<file path="src/hw/rstwd_pkg.sv">
// Package: constants and types of the reset and watchdog controller
package rstwd_pkg;
  localparam int unsigned CLK_HZ            = 200_000_000;
  localparam int unsigned OSC_PER_MC        = 12;          // Oscillator periods per machine cycle
  localparam int unsigned POR_DELAY_OSC     = 21504;       // Power-on delay, oscillator periods
  localparam int unsigned EXT_MIN_MC        = 2;           // Least external reset hold, machine cycles
  localparam int unsigned WDT_TIMEOUT_MC    = 122880;      // Watchdog timeout, machine cycles
  localparam int unsigned CNT_W             = 17;
  localparam logic [7:0]  TA_KEY1           = 8'hAA;
  localparam logic [7:0]  TA_KEY2           = 8'h55;
  localparam logic [3:0]  PART_ADDR_LOW_VLI = 4'hF;
  localparam logic        RANGE_32K         = 1'b0;        // Range code selecting 32K bytes
  localparam logic [15:0] RESET_VECTOR      = 16'h0000;
  localparam logic [1:0]  RANGE_RST         = 2'h0;

  typedef enum logic [1:0] {
    RSTWD_RUN  = 2'b00,
    RSTWD_POR  = 2'b01,
    RSTWD_EXT  = 2'b10,
    RSTWD_WAIT = 2'b11
  } rstwd_state_t;

  typedef enum logic [1:0] {
    RSTWD_TA_IDLE = 2'b00,
    RSTWD_TA_KEY1 = 2'b01,
    RSTWD_TA_OPEN = 2'b10
  } rstwd_ta_t;
endpackage : rstwd_pkg

</file>
<file path="src/hw/rstwd_ctrl.sv">
// Reset sequencer, watchdog and timed-access gate
`timescale 1ns/1ps
module rstwd_ctrl
  import rstwd_pkg::*;
(
  input  wire logic        clk_sys,
  input  wire logic        sys_rst,
  input  wire logic        osc_tick,
  input  wire logic        backup_cell_voltage,
  input  wire logic        ext_rst_pin,
  input  wire logic        stop_mode,
  input  wire logic        has_encryption,
  input  wire logic        has_periph_select,
  input  wire logic        ta_wr,
  input  wire logic [7:0]  ta_wdata,
  input  wire logic        power_control_reg_wr,
  input  wire logic        power_control_reg_por_wdata,
  input  wire logic        power_control_reg_ewt_wdata,
  input  wire logic        prio_wr,
  input  wire logic        prio_rwt_wdata,
  input  wire logic        mem_wr,
  input  wire logic [3:0]  mem_part_wdata,
  input  wire logic [1:0]  mem_range_wdata,
  input  wire logic        mem_ce2_wdata,
  input  wire logic        mem_pes_wdata,
  input  wire logic        flag_clr,
  output logic             int_rst,
  output logic [15:0]      fetch_addr,
  output logic             int_enable_all,
  output logic             por_flag,
  output logic             watchdog_enable_bit,
  output logic             watchdog_reset_flag,
  output logic [3:0]       partition_address_field,
  output logic             range_sel,
  output logic             encrypt_key_en,
  output logic             sw_encrypt_en,
  output logic             security_lock,
  output logic             peripheral_select_bit,
  output logic             second_chip_enable_bit,
  output logic             ta_open
);
  import rstwd_pkg::*;

  // ----------------------------------------------------------------
  // Timing derived from oscillator periods
  // ----------------------------------------------------------------
  localparam int unsigned EXT_MIN_OSC = EXT_MIN_MC * OSC_PER_MC;
  localparam logic [CNT_W-1:0] POR_LAST  = CNT_W'(POR_DELAY_OSC - 1);
  localparam logic [CNT_W-1:0] EXT_LAST  = CNT_W'(EXT_MIN_OSC - 1);
  localparam logic [CNT_W-1:0] WDT_LAST  = CNT_W'(WDT_TIMEOUT_MC - 1);
  localparam logic [3:0]       MC_LAST   = 4'(OSC_PER_MC - 1);

  // ----------------------------------------------------------------
  // Pin synchroniser, three stages
  // ----------------------------------------------------------------
  logic [2:0] pin_sync_r;
  logic       pin_lvl_r;
  always_ff @(posedge clk_sys) begin
    pin_sync_r <= {pin_sync_r[1:0], ext_rst_pin};
    if (sys_rst) begin
      pin_lvl_r <= 1'b0;
    end else if (pin_sync_r[1] == pin_sync_r[2]) begin
      pin_lvl_r <= pin_sync_r[2];
    end
  end

  // ----------------------------------------------------------------
  // Sequencer
  // ----------------------------------------------------------------
  rstwd_state_t     state_r, state_nxt;
  logic [CNT_W-1:0] cnt_r, cnt_nxt;
  logic             from_stop_r;
  logic [3:0]       mc_div_r;
  logic [CNT_W-1:0] wdt_r;
  logic             first_r;

  wire mc_tick     = osc_tick && (mc_div_r == MC_LAST);
  wire wdt_expire  = watchdog_enable_bit && mc_tick && (wdt_r == WDT_LAST);
  wire ext_valid   = (state_r == RSTWD_EXT) && osc_tick && (cnt_r == EXT_LAST);
  wire por_done    = (state_r == RSTWD_POR) && osc_tick && (cnt_r == POR_LAST);
  wire ext_release = (state_r == RSTWD_WAIT) && !pin_lvl_r;
  wire low_vli     = por_done && first_r && !backup_cell_voltage;
  wire rwt_write   = prio_wr && prio_rwt_wdata && ta_open;

  always_comb begin
    state_nxt = state_r;
    cnt_nxt   = cnt_r;
    case (state_r)
      RSTWD_RUN: begin
        if (pin_lvl_r) begin
          state_nxt = RSTWD_EXT;
          cnt_nxt   = '0;
        end
      end
      RSTWD_POR: begin  // Pin ignored here
        if (osc_tick) begin
          cnt_nxt = cnt_r + 1'b1;
        end
        if (por_done) begin
          state_nxt = RSTWD_RUN;
          cnt_nxt   = '0;
        end
      end
      RSTWD_EXT: begin
        if (!pin_lvl_r) begin
          state_nxt = RSTWD_RUN;
        end else if (ext_valid) begin
          state_nxt = RSTWD_WAIT;
        end else if (osc_tick) begin
          cnt_nxt = cnt_r + 1'b1;
        end
      end
      RSTWD_WAIT: begin
        if (ext_release) begin
          // Stop mode halted the oscillator: restart delay on release
          state_nxt = from_stop_r ? RSTWD_POR : RSTWD_RUN;
          cnt_nxt   = '0;
        end
      end
      default: begin
        state_nxt = RSTWD_POR;
        cnt_nxt   = '0;
      end
    endcase
    if (wdt_expire) begin
      state_nxt = RSTWD_WAIT;
    end
  end

  always_ff @(posedge clk_sys) begin
    if (sys_rst) begin
      state_r     <= RSTWD_POR;
      cnt_r       <= '0;
      first_r     <= 1'b1;
      from_stop_r <= 1'b0;
    end else begin
      state_r <= state_nxt;
      cnt_r   <= cnt_nxt;
      if (por_done) begin
        first_r <= 1'b0;
      end
      if (state_r == RSTWD_RUN) begin
        from_stop_r <= stop_mode;
      end
    end
  end

  // A pin pulse still being qualified is not yet a reset: a glitch must not
  // clear the gate, the watchdog count or the peripheral select
  wire in_reset = (state_r == RSTWD_POR) || (state_r == RSTWD_WAIT) || wdt_expire;
  assign int_rst        = in_reset;
  assign fetch_addr     = RESET_VECTOR;
  assign int_enable_all = 1'b0;                     // Interrupts left to software

  // ----------------------------------------------------------------
  // Watchdog counter on machine cycles
  // ----------------------------------------------------------------
  always_ff @(posedge clk_sys) begin
    if (sys_rst || in_reset) begin
      mc_div_r <= '0;
      wdt_r    <= '0;
    end else begin
      if (osc_tick) begin
        mc_div_r <= (mc_div_r == MC_LAST) ? 4'h0 : mc_div_r + 4'h1;
      end
      if (!watchdog_enable_bit || rwt_write) begin
        wdt_r <= '0;
      end else if (mc_tick) begin
        wdt_r <= wdt_r + 1'b1;
      end
    end
  end

  // ----------------------------------------------------------------
  // Timed-access gate
  // ----------------------------------------------------------------
  rstwd_ta_t ta_r;
  wire prot_wr = power_control_reg_wr || prio_wr || mem_wr;
  always_ff @(posedge clk_sys) begin
    if (sys_rst || in_reset) begin
      ta_r <= RSTWD_TA_IDLE;
    end else begin
      case (ta_r)
        RSTWD_TA_IDLE: ta_r <= (ta_wr && ta_wdata == TA_KEY1) ? RSTWD_TA_KEY1 : RSTWD_TA_IDLE;
        RSTWD_TA_KEY1: begin
          if (ta_wr && ta_wdata == TA_KEY2) begin
            ta_r <= RSTWD_TA_OPEN;
          end else if (ta_wr || prot_wr) begin
            ta_r <= RSTWD_TA_IDLE;
          end
        end
        RSTWD_TA_OPEN: begin
          if (prot_wr || ta_wr) begin
            ta_r <= RSTWD_TA_IDLE;                  // One write only
          end
        end
        default: ta_r <= RSTWD_TA_IDLE;
      endcase
    end
  end
  assign ta_open = (ta_r == RSTWD_TA_OPEN);

  // ----------------------------------------------------------------
  // Control and status bits; sys_rst is power loss, so a full load
  // ----------------------------------------------------------------
  always_ff @(posedge clk_sys) begin
    if (sys_rst) begin
      por_flag                <= 1'b0;
      watchdog_enable_bit     <= 1'b0;
      watchdog_reset_flag     <= 1'b0;
      partition_address_field <= PART_ADDR_LOW_VLI;
      range_sel               <= RANGE_32K;
      encrypt_key_en          <= 1'b0;
      sw_encrypt_en           <= 1'b0;
      security_lock           <= 1'b0;
      peripheral_select_bit   <= 1'b0;
      second_chip_enable_bit  <= 1'b0;
    end else if (low_vli) begin
      por_flag                <= 1'b0;
      watchdog_enable_bit     <= 1'b0;
      partition_address_field <= PART_ADDR_LOW_VLI;
      range_sel               <= RANGE_32K;
      if (has_encryption) begin
        encrypt_key_en <= 1'b0;
        sw_encrypt_en  <= 1'b0;
      end
      security_lock <= 1'b0;
    end else if (wdt_expire) begin
      watchdog_reset_flag <= 1'b1;                  // Set wins over clear
      if (has_periph_select) begin
        peripheral_select_bit <= 1'b0;
      end
    end else if (in_reset) begin
      // Map, enables and flags kept; only peripheral select drops
      if (has_periph_select) begin
        peripheral_select_bit <= 1'b0;
      end
    end else begin
      if (flag_clr) begin
        watchdog_reset_flag <= 1'b0;
      end
      if (power_control_reg_wr) begin
        por_flag <= power_control_reg_por_wdata;
        if (ta_open) begin
          watchdog_enable_bit <= power_control_reg_ewt_wdata;
        end
      end
      if (mem_wr && ta_open) begin
        partition_address_field <= mem_part_wdata;
        range_sel               <= mem_range_wdata[0];
        second_chip_enable_bit  <= mem_ce2_wdata;   // Kept across reset
        peripheral_select_bit   <= mem_pes_wdata;
      end
    end
  end
endmodule : rstwd_ctrl

</file>
<file path="config.mk">
export PLATFORM = sky130hd
export DESIGN_NAME = rstwd_ctrl
export DESIGN_NICKNAME = d
export VERILOG_FILES = /design/src/hw/rstwd_pkg.sv /design/src/hw/rstwd_ctrl.sv
export SDC_FILE = /design/constraint.sdc
export NUM_CORES = 1
export LEC_CHECK = 0
export BUFFER_PORTS_ARGS = -buffer_cell sky130_fd_sc_hd__buf_2
export CAP_MARGIN = 10
export CORE_ASPECT_RATIO = 0.6
export CORE_MARGIN = 5
export CORE_UTILIZATION = 39
export DETAILED_ROUTE_END_ITERATION = 7
export PLACE_DENSITY = 0.57
export SLEW_MARGIN = 20
export SYNTH_ARGS = -nofsm -noshare
export SYNTH_HDL_FRONTEND = slang
export SYNTH_SLANG_ARGS = --single-unit
</file>
<file path="constraint.sdc">
create_clock -name clk_sys -period 2.8 [get_ports clk_sys]
set_input_delay 0.28 -clock clk_sys [delete_from_list [all_inputs] [get_ports clk_sys]]
set_output_delay 0.28 -clock clk_sys [all_outputs]
set_load 0.05 [all_outputs]
</file>
==> impl_metrics.tcl, run 1 <==
set metrics [dict create \
    core-area_um2 7790 \
    port_buffers 41 \
    path_cells "inv_1 > ha_1 > nand4bb_1 > or4_1 > o21ai_4 > o311ai_4 > buf_4 > o21ba_2" \
    grt_usage_pct 15.0 \
    drc 0 \
    postCtsSetupRepairBufs 0 \
    ys_types 61 \
    yosysTopAreaCell "dfxtp_1" \
    synth_edf_count 0 \
    powerDensity_nw_per_um2 553 \
    critPathLaunchType "flop" \
    num_rows 25 \
    syn_avg_cell_area_um2 8.81 \
    nFillCells 778 \
    die_y_um 78.9 \
    final_area_um2 3620 \
    grt_antenna_before_repair 0 \
    synth_flop_cell "dfxtp_1" \
    die_x_um 125 \
    cp_data_arrival_time_ns 2.80 \
    cts_made_buffers 9 \
    ant_nets 0 \
    skew_ns 0.00446 \
    finalSetupTns_ns 0 \
    cts_tree "done" \
    place.detailed.hpwl_um 5470 \
    power_leakage_nw 1.38 \
    layout-drive-gt1-share_pct 20.1 \
    clock_latency_ns 0.33 \
    wirelength_um 7180 \
    yosys-top-cells-area "dfxtp_1, nor2_1, buf_4" \
    netlist_instances 350 \
    endpoint_kind "flop" \
    critPathSlowestCell "or4_1" \
    die_area_um2 9850 \
    grt_max_degree 18 \
    gp_congestion 0.846 \
    clock.fmax_ghz 0.396 \
    wire_per_inst_um 14.0 \
    netlist.area_leader.share_pct 37.6 \
    clock_sinks 58 \
    synthArstFlopShare_pct 0 \
    synth_area_um2 3080 \
    vias 2585 \
    layout_min_cycle_time_ns 2.53 \
    grt_pass1_vias 2336 \
    critical_path_class "flop to flop" \
    setup_viol 0 \
    drtIter0Drc 188 \
    final_common_cell "dfxtp_1" \
    cp_data_required_time_ns 3.08 \
    outcome "complete, no violations" \
    ys_seq_area_share_pct 37.6 \
    clk_pin_slew_ns 0.05 \
    layout.cells.non_filler 511 \
    slew_viol_final 0 \
    htree_levels 3 \
    placedInstanceArea_um2 3330 \
    clockBufferDepth 2 \
    place_inst 495 \
    seq_area_um2 1160 \
    ir_drop_mv 0.333 \
    fin_ws_ns 0.272 \
    ios 64 \
    relSlewSlack_pct 61.9 \
    root_buffer "clkbuf_16" \
    slowest_delay_ns 0.62 \
    hold_buffers 0 \
    syn_to_final_growth_pct 17.3 \
    rsz0062_at_grt "false" \
    worst-slew-pin-transition_ns 0.571 \
    grt_pass1_wl_um 11700 \
    yosys_warnings 0 \
    antennaDiodeCount 0 \
    synth-seq-cells 58 \
    p_total_mw 2.00 \
    cts-resized-gates 0 \
    vias_per_cell 5.06 \
    path_max_fanout 17 \
    final_cell_mix "dfxtp_1, nor2_1, buf_2, nand2_1, conb_1" \
    initial_utilization_pct 39.6 \
    finalCritPeriodShare_pct 90.3 \
    dp_slack_ns 0.308 \
    fin_nets 437 \
    multi_input_area_um2 1730 \
    hold_class "input port to flop" \
    drt-pass1-iter-count 4 \
    grt_remaining_overflow 0 \
    drv_cap 0 \
    finalHoldViolCount 0 \
]
-- registers in the layout, indices dropped and copies added, names as in the netlist, 2 cells and up --
name	count
cnt_r	17
mc_div_r	4
partition_address_field	4
pin_sync_r	3
state_r	2
ta_r	2
wdt_r	17
-- through the flow --
stage	hold WS [ns]	utilization, %
floorplan	0.308	-
global placement	0.311	42.7
detailed placement	0.316	42.7
CTS	0.0370	46.5
global route	0.0412	46.5
finish	0.0533	46.5
-- power breakdown --
group | leakage (nW) | switching (mW) | total [mW] | internal, mW
logic | 0.768 | 0.0967 | 0.127 | 0.0306
clock network | 0.141 | 0.370 | 1.04 | 0.666
registers | 0.469 | 0.00629 | 0.840 | 0.833
total | 1.38 | 0.473 | 2.00 | 1.53
-- cells in the mapped netlist (4+ instances only) --
master,count
mux2i_1,12
and3_1,5
nor2_1,48
nor4_1,5
buf_4,21
nor2b_1,4
nand3_1,9
nand2_1,26
nand4_1,12
nor3_1,10
o211ai_1,6
xor2_1,12
xnor2_1,14
ha_1,7
inv_1,13
a21oi_1,12
or4_1,6
o21ai_0,8
dfxtp_1,58
-- routing by layer --
| metal | vias up | global-route usage, % | wire length (um) |
|---|---|---|---|
| met2 | 87 | 19.6 | 2670 |
| met5 | - | 0 | 0 |
| met4 | 0 | 5.58 | 116 |
| li1 | 1305 | - | - |
| met1 | 1184 | 22.3 | 3810 |
| met3 | 9 | 5.11 | 581 |
-- path summary, 6_finish.rpt --
| kind | to | startpoint | cells after the start | slack, ns |
|---|---|---|---|---|
| worst max-delay path | cnt_r[5] | state_r[0] | 8 | 0.27 |
| worst min-delay path | pin_sync_r[0] | ext_rst_pin | 1 | 0.05 |
| worst max register to register | cnt_r[5] | state_r[0] | 8 | 0.27 |
| worst min register to register | pin_sync_r[1] | pin_sync_r[0] | 0 | 0.33 |
-- cell families after synthesis --
family | synth area share (%)
AND/OR/NAND/NOR | 26.7
buffers and inverters | 8.52
other | 0.122
XOR/XNOR | 7.38
multiplexers | 3.89
adder cells (fa/ha/maj) | 2.84
flip-flops | 37.6
AO/OA/AOI/OAI | 12.9
-- area by class of cell --
cell class / instances / area share (%)
well taps: 108 / 3.73
flip-flops and latches: 58 / 32.1
clock buffers: 12 / 7.37
clock inverters: 4 / 0.692
multi-input cells: 269 / 47.9
inverters: 13 / 1.35
repair buffers: 47 / 6.92
-- worst max-delay path: cells and delay by family (launching register included) --
kind / cells / cell delay [ns]
AOI/OAI and AO/OA: 3 / 0.72
DFF: 1 / 0.33
and+or+nand+nor: 2 / 0.76
adders and majority gates: 1 / 0.32
buffers and inverters: 2 / 0.34
Note: power is estimated with default switching activity, not from simulation.
==> run 2: changes to the inputs <==
==> constraint.sdc (replaced) <==
create_clock -name clk_sys -period 3.25 [get_ports clk_sys]
set_input_delay 0.325 -clock clk_sys [delete_from_list [all_inputs] [get_ports clk_sys]]
set_output_delay 0.325 -clock clk_sys [all_outputs]
set_load 0.05 [all_outputs]
==> impl_metrics.tcl, run 2 (synthesis gave the netlist of run 1 again) <==
set metrics [dict create \
    outcome "complete, no violations" \
    hold_class "input port to flop" \
    initial_utilization_pct 39.6 \
    fin_ws_ns 0.515 \
    rr_startpoint "state_r[0]" \
    rsz0062_at_grt "false" \
    layout_min_cycle_time_ns 2.73 \
    r2r_slack_ns 0.69 \
    clock_latency_ns 0.33 \
    slew_viol_final 0 \
    antennaDiodeCount 0 \
    ios 64 \
    grt_pass1_wl_um 12100 \
    place.detailed.hpwl_um 5250 \
    wire_per_inst_um 13.9 \
    grt_max_degree 18 \
    finalHoldViolCount 0 \
    drv_cap 0 \
    grt_pass1_vias 2448 \
    endpoint_kind "output port" \
    ant_nets 0 \
    root_buffer "clkbuf_16" \
    critical_path_class "flop to output port" \
    grt_remaining_overflow 0 \
    vias 2588 \
    final_cell_mix "dfxtp_1, nor2_1, buf_2, nand2_1, conb_1" \
    die_area_um2 9850 \
    final_common_cell "dfxtp_1" \
    clk_pin_slew_ns 0.05 \
    critPathSlowestCell "and4b_1" \
    grt_antenna_before_repair 0 \
    core-area_um2 7790 \
    skew_ns 0.00468 \
    drc 0 \
    cts_tree "done" \
    finalCritPeriodShare_pct 84.2 \
    hp-start "ext_rst_pin" \
    postCtsSetupRepairBufs 0 \
    cts_made_buffers 9 \
    layout-drive-gt1-share_pct 18.8 \
    clock.fmax_ghz 0.366 \
    dp_slack_ns 0.699 \
    drtIter0Drc 187 \
    die_x_um 125 \
    r2r_cells 7 \
    power_leakage_nw 1.35 \
    vias_per_cell 5.11 \
    cp_data_arrival_time_ns 2.41 \
    critPathLaunchType "flop" \
    r2r_end "cnt_r[5]" \
    die_y_um 78.9 \
    reg_top3 "cnt_r: 17 flops, wdt_r: 17 flops" \
    powerDensity_nw_per_um2 488 \
    critPathLaunch "mc_div_r[0]" \
    hold_buffers 0 \
    clock_sinks 58 \
    cts-resized-gates 0 \
    holdPathStages 1 \
    syn_to_final_growth_pct 15.9 \
    port_buffers 41 \
    wirelength_um 7040 \
    gp_congestion 0.803 \
    path_max_fanout 9 \
    finalSetupTns_ns 0 \
    drt-pass1-iter-count 5 \
    clockBufferDepth 2 \
    ir_drop_mv 0.270 \
    slowest_delay_ns 0.47 \
    fin_nets 432 \
    worst-slew-pin-transition_ns 0.844 \
    cp_data_required_time_ns 2.92 \
    num_rows 25 \
    path_cells "ha_1 > and4b_1 > nand4_2 > o21ai_0 > buf_2" \
    htree_levels 3 \
    relSlewSlack_pct 43.2 \
    grt_usage_pct 15.3 \
    whs_endpoint "pin_sync_r[0]" \
    setup_viol 0 \
]
[run 2: changes by cell type in the layout (fill, tap and decap cells not counted)]
cell,before,now
buf_4,6,1
clkbuf_8,3,0
clkinv_2,2,4
bufinv_16,0,1
clkbuf_1,0,1
clkinvlp_4,2,1
o21ai_0,7,8
o21ai_1,1,0
[run 2: power by group]
part / leakage, nW / internal (mW) / switching [mW]
combinational: 0.742 / 0.0257 / 0.0824
sequential: 0.469 / 0.718 / 0.00539
clock: 0.142 / 0.587 / 0.328
[run 2: per-layer routing]
| layer | GRT usage, % | part of all wire [%] | vias to the layer above |
|---|---|---|---|
| met4 | 5.58 | 1.0 | 0 |
| met5 | 0 | 0 | - |
| met2 | 20.2 | 38 | 90 |
| met3 | 5.65 | 9.1 | 8 |
| met1 | 22.4 | 51 | 1193 |
| li1 | - | - | 1297 |
[run 2: through the flow]
step / power (mW) / cell area (um^2) / util [%] / cells / hold WS [ns]
after floorplan: 0.837 / 3160 / - / 369 / 0.310
after global placement: 0.844 / 3290 / 42.2 / 490 / 0.316
after detailed placement: 0.846 / 3290 / 42.2 / 490 / 0.313
after CTS: 1.77 / 3580 / 45.9 / 506 / 0.0871
after global routing: 1.81 / 3580 / 45.9 / 506 / 0.0941
final: 1.75 / 3580 / 45.9 / 506 / 0.104
[run 2: worst max-delay path by stage]
stage | slack, ns | cells after the start | to
floorplan | 0.33 | 7 | peripheral_select_bit
global placement | 0.73 | 7 | cnt_r[5]
detailed placement | 0.70 | 7 | cnt_r[5]
CTS | 0.52 | 5 | int_rst
global route | 0.24 | 5 | int_rst
finish | 0.52 | 5 | int_rst
[run 2: area by class of cell]
type	instances	area, um^2
Tap cell	108	135
Clock buffer	10	229
Fill cell	772	4210
Sequential cell	58	1160
Clock inverter	6	57.6
Inverter	13	48.8
Timing Repair Buffer	42	213
Multi-Input combinational cell	269	1730
[run 2: critical path, delay by kind of cell, from the launching register on]
family	cells	cell delay (ns)
and+or+nand+nor	2	0.69
AOI/OAI and AO/OA	1	0.42
DFF	1	0.39
buffers and inverters	1	0.35
adders and majority gates	1	0.23
